## src/pc_stack_pkg.sv

```systemverilog
// Package with constants and types for the program counter and return stack unit.
package pc_stack_pkg;

  localparam int unsigned PC_W        = 21;
  localparam int unsigned SP_W        = 5;
  localparam int unsigned STACK_DEPTH = 31;

  // Register indices on the plain register port.
  localparam logic [3:0] ADDR_COUNTER_LOW    = 4'h0;
  localparam logic [3:0] ADDR_HIGH_LATCH     = 4'h1;
  localparam logic [3:0] ADDR_UPPER_LATCH    = 4'h2;
  localparam logic [3:0] ADDR_STACK_POINTER  = 4'h3;
  localparam logic [3:0] ADDR_STACK_TOP_LOW  = 4'h4;
  localparam logic [3:0] ADDR_STACK_TOP_HIGH = 4'h5;
  localparam logic [3:0] ADDR_STACK_TOP_UPR  = 4'h6;
  localparam logic [3:0] ADDR_MEMORY_CONFIG  = 4'h7;
  localparam logic [3:0] ADDR_STACK_CONFIG   = 4'h8;

  // Field positions.
  localparam int unsigned FULL_BIT      = 7;
  localparam int unsigned UNDERFLOW_BIT = 6;
  localparam int unsigned ORE_BIT       = 0;

  // Reset values and counter step.
  localparam logic [7:0] MEMORY_CONFIG_RST = 8'h03;
  localparam logic [7:0] STACK_CONFIG_RST  = 8'h01;
  localparam logic [PC_W-1:0] PC_RST       = 21'h000000;
  localparam logic [PC_W-1:0] PC_STEP      = 21'h000002;

  // Region limits.
  localparam logic [PC_W-1:0] FLASH_TOP_SMALL = 21'h017FFF;
  localparam logic [PC_W-1:0] FLASH_TOP_LARGE = 21'h01FFFF;
  localparam logic [PC_W-1:0] BOOT_TOP_1K     = 21'h0003FF;
  localparam logic [PC_W-1:0] BOOT_TOP_2K     = 21'h0007FF;
  localparam logic [PC_W-1:0] BOOT_TOP_4K     = 21'h000FFF;

  typedef enum logic [1:0] {
    EXTERNAL_ONLY_MEMORY_MODE = 2'b00,
    BOOT_PLUS_EXTERNAL_MODE   = 2'b01,
    MIXED_MEMORY_MODE         = 2'b10,
    INTERNAL_ONLY_MEMORY_MODE = 2'b11
  } mem_mode_e;

  typedef enum logic [2:0] {
    FLOW_NONE   = 3'b000,
    FLOW_STEP   = 3'b001,
    FLOW_JUMP   = 3'b010,
    FLOW_CALL   = 3'b011,
    FLOW_RETURN = 3'b100
  } flow_op_e;

  // One program-flow request per cycle from the instruction sequencer.
  typedef struct packed {
    flow_op_e        op;
    logic [PC_W-1:0] target;
  } flow_req_s;

  // Fetch routing: which memory serves the address, and whether it is blocked.
  typedef struct packed {
    logic [PC_W-1:0] addr;
    logic            use_external;
    logic            blocked;
    logic            zero_fill;
  } fetch_s;

  typedef struct packed {
    logic            valid;
    logic [PC_W-1:0] addr;
  } table_req_s;

endpackage

```

## src/program_counter_return_stack.sv

```systemverilog
// Program counter, latch registers, return stack and program memory mode decoding.
`timescale 1ns/100ps

// Functional notes
// Memory mode comes from the two low bits of the memory config byte.
// External-only mode fetches everything from external memory over 2 MByte.
// Boot-plus-external uses flash in 1, 2 or 4 KB boot area, external above.
// Internal-only mode uses flash; reads above flash top return zeros.
// Mixed mode puts all flash first, external memory above it.
// Blocked regions refuse execution, table reads and table writes.
// Program counter is 21 bits; only its low byte is software accessible.
// Writing the low byte loads counter bits 20:8 from the latches.
// Reading the low byte copies counter bits 20:8 into the latches.
// Counter bit 0 stays zero; sequential step adds two.
// Calls, jumps and branches load the counter without using the latches.
// Calls and interrupts push, returns pop, latches untouched, 31 levels.
// Return stack is 31 entries of 21 bits indexed by a 5-bit pointer.
// Push increments the pointer first, then writes the return address.
// Pop loads the counter from the selected entry, then decrements.
// Pointer resets to zero; zero has no storage and means empty.
// Top-of-stack bytes and pointer are readable and writable by software.
// Software disables interrupts while it touches the stack registers.
// Thirty-one pushes set the full flag; only software or power-on clears it.
// With overflow reset enabled, the 31st push stores, flags and resets the device.
// With it disabled, pointer stops at 31 and further pushes are dropped.
// Pop when empty loads zero, sets underflow flag, pointer stays zero.
// Pointer register: full bit 7, underflow bit 6, bit 5 zero, pointer 4:0.
module program_counter_return_stack #(
  parameter bit LARGE_FLASH = 1'b1
) (
  input  wire logic                           i_ref_clk,
  input  wire logic                           i_reset,
  input  wire logic                           i_power_on_reset,
  input  wire pc_stack_pkg::flow_req_s        i_flow,
  input  wire pc_stack_pkg::table_req_s       i_table,
  input  wire logic [3:0]                     i_addr,
  input  wire logic [7:0]                     i_wdata,
  input  wire logic                           i_wr,
  input  wire logic                           i_rd,
  output logic [7:0]                          o_rdata,
  output pc_stack_pkg::fetch_s                o_fetch,
  output logic                                o_table_external,
  output logic                                o_table_blocked,
  output logic                                o_stack_reset
);

  localparam int unsigned W = pc_stack_pkg::PC_W;
  localparam logic [4:0] SP_MAX = 5'(pc_stack_pkg::STACK_DEPTH);

  logic [W-1:0] pc_r;
  logic [7:0]   high_latch_r;
  logic [4:0]   upper_latch_r;
  logic [4:0]   sp_r;
  logic         full_r;
  logic         underflow_r;
  logic [7:0]   mem_cfg_r;
  logic [7:0]   stk_cfg_r;
  logic [W-1:0] stack_r [1:pc_stack_pkg::STACK_DEPTH];
  logic         stack_reset_r;

  pc_stack_pkg::mem_mode_e mode;
  logic [W-1:0] flash_top;
  logic [W-1:0] boot_top;
  logic         ore;
  logic         is_push;
  logic         is_pop;
  logic         push_ok;
  logic         push_overflow_reset;
  logic [W-1:0] ret_addr;
  logic         wr_low;
  logic         rd_low;
  logic [W-1:0] top_entry;

  assign mode = pc_stack_pkg::mem_mode_e'(mem_cfg_r[1:0]);
  assign flash_top = LARGE_FLASH ? pc_stack_pkg::FLASH_TOP_LARGE
                                 : pc_stack_pkg::FLASH_TOP_SMALL;
  assign ore = stk_cfg_r[pc_stack_pkg::ORE_BIT];
  assign is_push = (i_flow.op == pc_stack_pkg::FLOW_CALL);
  assign is_pop = (i_flow.op == pc_stack_pkg::FLOW_RETURN);
  // Once the pointer sits at 31 further pushes are simply dropped.
  assign push_ok = is_push && (sp_r != SP_MAX);
  assign push_overflow_reset = push_ok && (sp_r == SP_MAX - 5'h01) && ore;
  assign ret_addr = pc_r + pc_stack_pkg::PC_STEP;
  assign wr_low = i_wr && (i_addr == pc_stack_pkg::ADDR_COUNTER_LOW);
  assign rd_low = i_rd && (i_addr == pc_stack_pkg::ADDR_COUNTER_LOW);
  // Pointer zero has no storage behind it and reads as zero.
  assign top_entry = (sp_r == 5'h00) ? '0 : stack_r[sp_r];

  always_comb
  begin
    unique case (stk_cfg_r[2:1])
      2'b00:   boot_top = pc_stack_pkg::BOOT_TOP_1K;
      2'b01:   boot_top = pc_stack_pkg::BOOT_TOP_2K;
      default: boot_top = pc_stack_pkg::BOOT_TOP_4K;
    endcase
  end

  // Configuration bytes; a device reset does not alter them.
  always_ff @(posedge i_ref_clk)
  begin
    if (i_power_on_reset)
    begin
      mem_cfg_r <= pc_stack_pkg::MEMORY_CONFIG_RST;
      stk_cfg_r <= pc_stack_pkg::STACK_CONFIG_RST;
    end
    else if (i_wr && i_addr == pc_stack_pkg::ADDR_MEMORY_CONFIG)
      mem_cfg_r <= i_wdata;
    else if (i_wr && i_addr == pc_stack_pkg::ADDR_STACK_CONFIG)
      stk_cfg_r <= i_wdata;
  end

  // Program counter; bit 0 is forced to zero on every load.
  always_ff @(posedge i_ref_clk)
  begin
    if (i_reset || stack_reset_r)
      pc_r <= pc_stack_pkg::PC_RST;
    else if (wr_low)
      pc_r <= {upper_latch_r, high_latch_r, i_wdata[7:1], 1'b0};
    else
    begin
      unique case (i_flow.op)
        pc_stack_pkg::FLOW_STEP:
          pc_r <= pc_r + pc_stack_pkg::PC_STEP;
        pc_stack_pkg::FLOW_JUMP,
        pc_stack_pkg::FLOW_CALL:
          pc_r <= {i_flow.target[W-1:1], 1'b0};
        pc_stack_pkg::FLOW_RETURN:
          pc_r <= {top_entry[W-1:1], 1'b0};
        default:
          pc_r <= pc_r;
      endcase
    end
  end

  // Latches are loaded by software or by a low-byte read, never by calls or returns.
  always_ff @(posedge i_ref_clk)
  begin
    if (i_reset)
    begin
      high_latch_r  <= 8'h00;
      upper_latch_r <= 5'h00;
    end
    else if (rd_low)
    begin
      high_latch_r  <= pc_r[15:8];
      upper_latch_r <= pc_r[20:16];
    end
    else if (i_wr && i_addr == pc_stack_pkg::ADDR_HIGH_LATCH)
      high_latch_r <= i_wdata;
    else if (i_wr && i_addr == pc_stack_pkg::ADDR_UPPER_LATCH)
      upper_latch_r <= i_wdata[4:0];
  end

  // Stack pointer. Software writes lose against an accepted push or a pop from a non-empty stack in the same cycle.
  always_ff @(posedge i_ref_clk)
  begin
    if (i_reset || stack_reset_r)
      sp_r <= 5'h00;
    else if (push_ok)
      sp_r <= sp_r + 5'h01;
    else if (is_pop && sp_r != 5'h00)
      sp_r <= sp_r - 5'h01;
    else if (i_wr && i_addr == pc_stack_pkg::ADDR_STACK_POINTER)
      sp_r <= i_wdata[4:0];
  end

  // Status flags: hardware set wins over a software clear in the same cycle.
  always_ff @(posedge i_ref_clk)
  begin
    if (i_power_on_reset)
    begin
      full_r      <= 1'b0;
      underflow_r <= 1'b0;
    end
    else
    begin
      if (push_ok && sp_r == SP_MAX - 5'h01)
        full_r <= 1'b1;
      else if (i_wr && i_addr == pc_stack_pkg::ADDR_STACK_POINTER)
        full_r <= full_r & i_wdata[pc_stack_pkg::FULL_BIT];
      if (is_pop && sp_r == 5'h00)
        underflow_r <= 1'b1;
      else if (i_wr && i_addr == pc_stack_pkg::ADDR_STACK_POINTER)
        underflow_r <= underflow_r & i_wdata[pc_stack_pkg::UNDERFLOW_BIT];
    end
  end

  // Stack storage. Entries survive resets; only the pointer is cleared.
  always_ff @(posedge i_ref_clk)
  begin
    if (push_ok && !i_reset)
      stack_r[sp_r + 5'h01] <= ret_addr;
    else if (i_wr && sp_r != 5'h00)
    begin
      unique case (i_addr)
        pc_stack_pkg::ADDR_STACK_TOP_LOW:
          stack_r[sp_r][7:0] <= i_wdata;
        pc_stack_pkg::ADDR_STACK_TOP_HIGH:
          stack_r[sp_r][15:8] <= i_wdata;
        pc_stack_pkg::ADDR_STACK_TOP_UPR:
          stack_r[sp_r][20:16] <= i_wdata[4:0];
        default:
          stack_r[sp_r] <= stack_r[sp_r];
      endcase
    end
  end

  // A full stack with overflow reset enabled requests a one-cycle device reset.
  always_ff @(posedge i_ref_clk)
  begin
    if (i_reset)
      stack_reset_r <= 1'b0;
    else
      stack_reset_r <= push_overflow_reset;
  end

  assign o_stack_reset = stack_reset_r;

  // Fetch routing for the counter value.
  always_ff @(posedge i_ref_clk)
  begin
    if (i_reset)
      o_fetch <= '0;
    else
    begin
      o_fetch.addr <= pc_r;
      unique case (mode)
        pc_stack_pkg::EXTERNAL_ONLY_MEMORY_MODE:
        begin
          o_fetch.use_external <= 1'b1;
          o_fetch.blocked      <= 1'b0;
          o_fetch.zero_fill    <= 1'b0;
        end
        pc_stack_pkg::BOOT_PLUS_EXTERNAL_MODE:
        begin
          o_fetch.use_external <= (pc_r > boot_top);
          o_fetch.blocked      <= 1'b0;
          o_fetch.zero_fill    <= 1'b0;
        end
        pc_stack_pkg::MIXED_MEMORY_MODE:
        begin
          o_fetch.use_external <= (pc_r > flash_top);
          o_fetch.blocked      <= 1'b0;
          o_fetch.zero_fill    <= 1'b0;
        end
        pc_stack_pkg::INTERNAL_ONLY_MEMORY_MODE:
        begin
          o_fetch.use_external <= 1'b0;
          o_fetch.blocked      <= (pc_r > flash_top);
          o_fetch.zero_fill    <= (pc_r > flash_top);
        end
      endcase
    end
  end

  // Table access routing follows the same map as execution.
  always_ff @(posedge i_ref_clk)
  begin
    if (i_reset)
    begin
      o_table_external <= 1'b0;
      o_table_blocked  <= 1'b0;
    end
    else
    begin
      unique case (mode)
        pc_stack_pkg::EXTERNAL_ONLY_MEMORY_MODE:
        begin
          o_table_external <= 1'b1;
          o_table_blocked  <= 1'b0;
        end
        pc_stack_pkg::BOOT_PLUS_EXTERNAL_MODE:
        begin
          o_table_external <= i_table.valid && (i_table.addr > boot_top);
          o_table_blocked  <= 1'b0;
        end
        pc_stack_pkg::MIXED_MEMORY_MODE:
        begin
          o_table_external <= i_table.valid && (i_table.addr > flash_top);
          o_table_blocked  <= 1'b0;
        end
        pc_stack_pkg::INTERNAL_ONLY_MEMORY_MODE:
        begin
          o_table_external <= 1'b0;
          o_table_blocked  <= i_table.valid && (i_table.addr > flash_top);
        end
      endcase
    end
  end

  // Read data stand in the cycle after the read strobe only.
  always_ff @(posedge i_ref_clk)
  begin
    if (i_reset || !i_rd)
      o_rdata <= 8'h00;
    else
    begin
      unique case (i_addr)
        pc_stack_pkg::ADDR_COUNTER_LOW:    o_rdata <= pc_r[7:0];
        pc_stack_pkg::ADDR_HIGH_LATCH:     o_rdata <= high_latch_r;
        pc_stack_pkg::ADDR_UPPER_LATCH:    o_rdata <= {3'h0, upper_latch_r};
        pc_stack_pkg::ADDR_STACK_POINTER:  o_rdata <= {full_r, underflow_r, 1'b0, sp_r};
        pc_stack_pkg::ADDR_STACK_TOP_LOW:  o_rdata <= top_entry[7:0];
        pc_stack_pkg::ADDR_STACK_TOP_HIGH: o_rdata <= top_entry[15:8];
        pc_stack_pkg::ADDR_STACK_TOP_UPR:  o_rdata <= {3'h0, top_entry[20:16]};
        pc_stack_pkg::ADDR_MEMORY_CONFIG:  o_rdata <= mem_cfg_r;
        pc_stack_pkg::ADDR_STACK_CONFIG:   o_rdata <= stk_cfg_r;
        default:                           o_rdata <= 8'h00;
      endcase
    end
  end

endmodule

```

## config.mk

```make
export PLATFORM = sky130hd
export DESIGN_NAME = program_counter_return_stack
export DESIGN_NICKNAME = d
export VERILOG_FILES = /design/src/pc_stack_pkg.sv /design/src/program_counter_return_stack.sv
export SDC_FILE = /design/constraint.sdc
export NUM_CORES = 1
export LEC_CHECK = 0
export ABC_AREA = 0
export BUFFER_PORTS_ARGS = -buffer_cell sky130_fd_sc_hd__buf_2
export CORE_MARGIN = 2
export CORE_UTILIZATION = 60
export CTS_CLUSTER_SIZE = 25
export DETAILED_ROUTE_END_ITERATION = 8
export PLACE_DENSITY = 0.83
export SLEW_MARGIN = 20
export SYNTH_ARGS = -nofsm -noshare
export SYNTH_HDL_FRONTEND = slang
export SYNTH_SLANG_ARGS = --single-unit
```

## constraint.sdc

```tcl
create_clock -name i_ref_clk -period 4.45 [get_ports i_ref_clk]
set_input_delay 1.335 -clock i_ref_clk [delete_from_list [all_inputs] [get_ports i_ref_clk]]
set_output_delay 1.335 -clock i_ref_clk [all_outputs]
set_load 0.02 [all_outputs]
```

==> results by group <==
Yosys
  • Yosys reg bits: 747
  • Commonest register cell after synthesis: edfxtp_1
  • Area leader, netlist: edfxtp_1
  • Synth Area in Adders: 0.3981%
  • Synthesized area: 31430 um^2
  • XOR/XNOR Fraction of Synth Area: 0.7445%
  • Mux share of post-synthesis cell area: 12.33%
  • Yosys warnings: 0
  • Syn_nets: 2064
  • Async set-or-reset flop fraction in the synthesized netlist: 0%
  • Cells after synthesis: 1991
  • Simple-gate portion of the synthesized area: 8.161%
  • Avg Inst Size Synth: 15.78 um^2
  • Compound-Gate Fraction of Synth Area: 7.278%
  • Synth cell types: 87
  • Largest family of logic cells by synthesized area: multiplexers
  • Top post-synthesis cells by area: edfxtp_1 (62%), mux4_2 (8.2%), dfxtp_1 (6.1%)
  • Number of synthesized flops with an enable pin: 651
  • Top cells by count, synth: edfxtp_1 (651), nand2_1 (121), mux4_2 (114)
  • Register area share after synthesis: 68.32%
  • Cell with the most instances after synthesis: edfxtp_1
  • Synth top area share: 62.20%

Floorplan
  • # rows: 83
  • Die area: 54230 um^2
  • Die Ht: 232.9 um
  • Io pins: 98
  • Starting Density: 61.01%
  • Die W: 232.9 um
  • CORE AREA: 51510 um^2

Drt
  • Routed Antenna Nets: 0
  • Remaining DRCs: 0
  • DR vias/cell: 7.151
  • Routed wire per std cell: 32.01 um
  • DR vias: 21.12k
  • DR pass1 iterations: 7
  • 1st-iter DRT viols: 3506
  • Total Wirelength: 94.53 mm

Critical path
  • Slowest stage cell, crit path: dfxtp_1
  • Worst Path Required: 4.77 ns
  • Largest stage delay on the critical path: 0.59 ns
  • Crit start category: register
  • CP endpoint kind: register
  • Worst Path Max Fanout: 18
  • CP cell instances: clkinv_1, ha_1, nor4b_1, a211oi_4, a31oi_2, buf_12, nor4_1, buf_4
  • CP bufs+invs: 3
  • Critical path class: reg -> reg
  • Crit path DAT: 4.39 ns
  • Delay-heaviest family, CP: buffers and inverters

Placement
  • DP HPWL: 59.80 mm
  • IO Port Bufs: 96
  • Area post-placement: 33850 um^2
  • GPL Wtd Cong: 1.011

Timing
  • Final Setup Violations: 0
  • Slew Viols, Final: 0
  • Unrepaired setup endpoints after global routing: no
  • FMAX: 245.9 MHz
  • Final hold violation count: 0
  • Setup_tns: 0 ns
  • Final Critical Period: 4.066 ns
  • Period utilization: 91.37%
  • Worst slew pin tran: 1.072 ns
  • Clock skew: 0.04316 ns
  • Relative slew slack: 27.84%

Clock network
  • TritonCTS buffer count: 71
  • Clock sinks: 747
  • Htree depth: 3
  • Clock root buffer: clkbuf_16
  • CTS tree: done
  • # resized after CTS: 0
  • Post-CTS Hold Buffers: 0
  • Clock Tree Buf Depth: 3
  • Clock-pin slew on the worst setup and hold paths: 0.07 ns
  • Post-CTS Setup Bufs: 0
  • Clk_lat worst skew: 0.62 ns

Power and ir drop
  • Static Leak: 11.91 nW
  • Worst vdd rail ir drop: 0.0002855 V
  • PwrDens: 455.2 nW/um^2

Global routing
  • Vias in the first global route: 20.66k
  • Initial antenna violation count: 2
  • Largest net degree at the start of global routing: 60
  • Congestion Overflow GR: 0
  • Global-route wire length before repair: 137.8 mm
  • GRT Overall Usage: 35.36%

Layout
  • Ant diodes: 0
  • Design Area, Final: 36130 um^2
  • Area grow syn2layout: 14.95%
  • Share of post-route cells with drive strength above 1: 27.01%
  • Fillers: 3038
  • Layout net count: 2292

Worst hold path
  • Worst min-delay path class: reg -> reg

Run
  • Max cap viols: 0

Outcome
  • Status: completed
final timing paths:
kind              depth (start not counted)         endpoint         start  slack [ns]
setup / recovery                          8  stack_r[14][20]       sp_r[0]        0.38
hold / removal                            2     stk_cfg_r[7]  stk_cfg_r[7]        0.47
setup reg to reg                          8  stack_r[14][20]       sp_r[0]        0.38
hold reg to reg                           2     stk_cfg_r[7]  stk_cfg_r[7]        0.47
per-stage QoR:
step           setup WS [ns]  utilization (%)  std cells  power, mW  hold WS, ns
2_1_floorplan         0.3902                -       1991      9.511       0.4320
3_3_place_gp          0.4851            65.72       2826      10.37       0.4433
3_5_place_dp          0.4446            65.72       2826      10.46       0.4595
4_1_cts               0.5142            70.13       2953      16.37       0.4679
5_1_grt               0.2790            70.13       2953      16.78       0.4924
6_report              0.3841            70.13       2953      16.44       0.4668
cells by family after synthesis:
logic type | after synthesis
buf+inv | 157
compound gates | 327
fa+ha+maj | 10
simple gates | 502
mux | 223
flops | 747
xor+xnor | 25
final cells by class:
cell class	instances	area, um^2	area share (%)
clock buffer	86	1921	5.316
clock inverter	41	351.6	0.9732
inverter	18	67.56	0.1870
multi-input combinational	1087	9410	26.05
sequential	747	21480	59.47
tap	680	850.8	2.355
timing repair buffer	294	2042	5.652
worst reg2reg max path, stage by stage (launching register included):
cell and delay [ns]:
dfxtp_1 0.59, clkinv_1 0.44, ha_1 0.35, nor4b_1 0.21
a211oi_4 0.59, a31oi_2 0.44, buf_12 0.32, nor4_1 0.58
buf_4 0.27
power by group:
part / internal (mW) / switching (mW) / leakage [nW] / total, mW
combinational: 0.680 / 1.56 / 4.08 / 2.24
clock: 3.38 / 2.63 / 1.11 / 6.01
sequential: 8.05 / 0.148 / 6.72 / 8.19
total: 12.1 / 4.34 / 11.9 / 16.4
cell usage in the layout (no fill, tap or decap), types with 11 or more instances in the layout:
| cell type | count |
|---|---|
| nor3_1 | 49 |
| a22oi_1 | 24 |
| a221oi_1 | 12 |
| nand2b_1 | 12 |
| mux4_2 | 114 |
| xor2_1 | 11 |
| nor2_1 | 110 |
| mux4_1 | 12 |
| o22ai_1 | 30 |
| a211oi_1 | 35 |
| buf_2 | 96 |
| o21ai_0 | 25 |
| xnor2_1 | 12 |
| mux2_2 | 17 |
| nor2b_1 | 30 |
| clkbuf_16 | 74 |
| clkinv_2 | 11 |
| nor4_1 | 45 |
| nand3_1 | 37 |
| buf_4 | 192 |
| nor4_2 | 25 |
| nand2_1 | 121 |
| a21oi_1 | 69 |
| inv_1 | 16 |
| clkinv_1 | 16 |
| mux2i_1 | 78 |
| edfxtp_1 | 651 |
| dfxtp_1 | 92 |
| nand4_1 | 11 |
flip-flops by register name, indices dropped and copies added (netlist names), named ones only:
signal,cells
mem_cfg_r,8
o_fetch,23
stack_r,651
stk_cfg_r,8
high_latch_r,8
upper_latch_r,5
o_rdata,8
o_stack_reset,1
full_r,1
pc_r,21
sp_r,5
underflow_r,1
o_table_blocked,1
o_table_external,1
metal layers:
layer  GRT usage, %  vias to the layer above  routed length (um)
li1               -                     8434                   -
met1          46.02                    10400               32320
met2          54.33                     1882               43270
met3          8.309                      398               12110
met4          21.91                        2                6811
met5              0                        -                  13
Note: power is estimated with default switching activity, not from simulation.
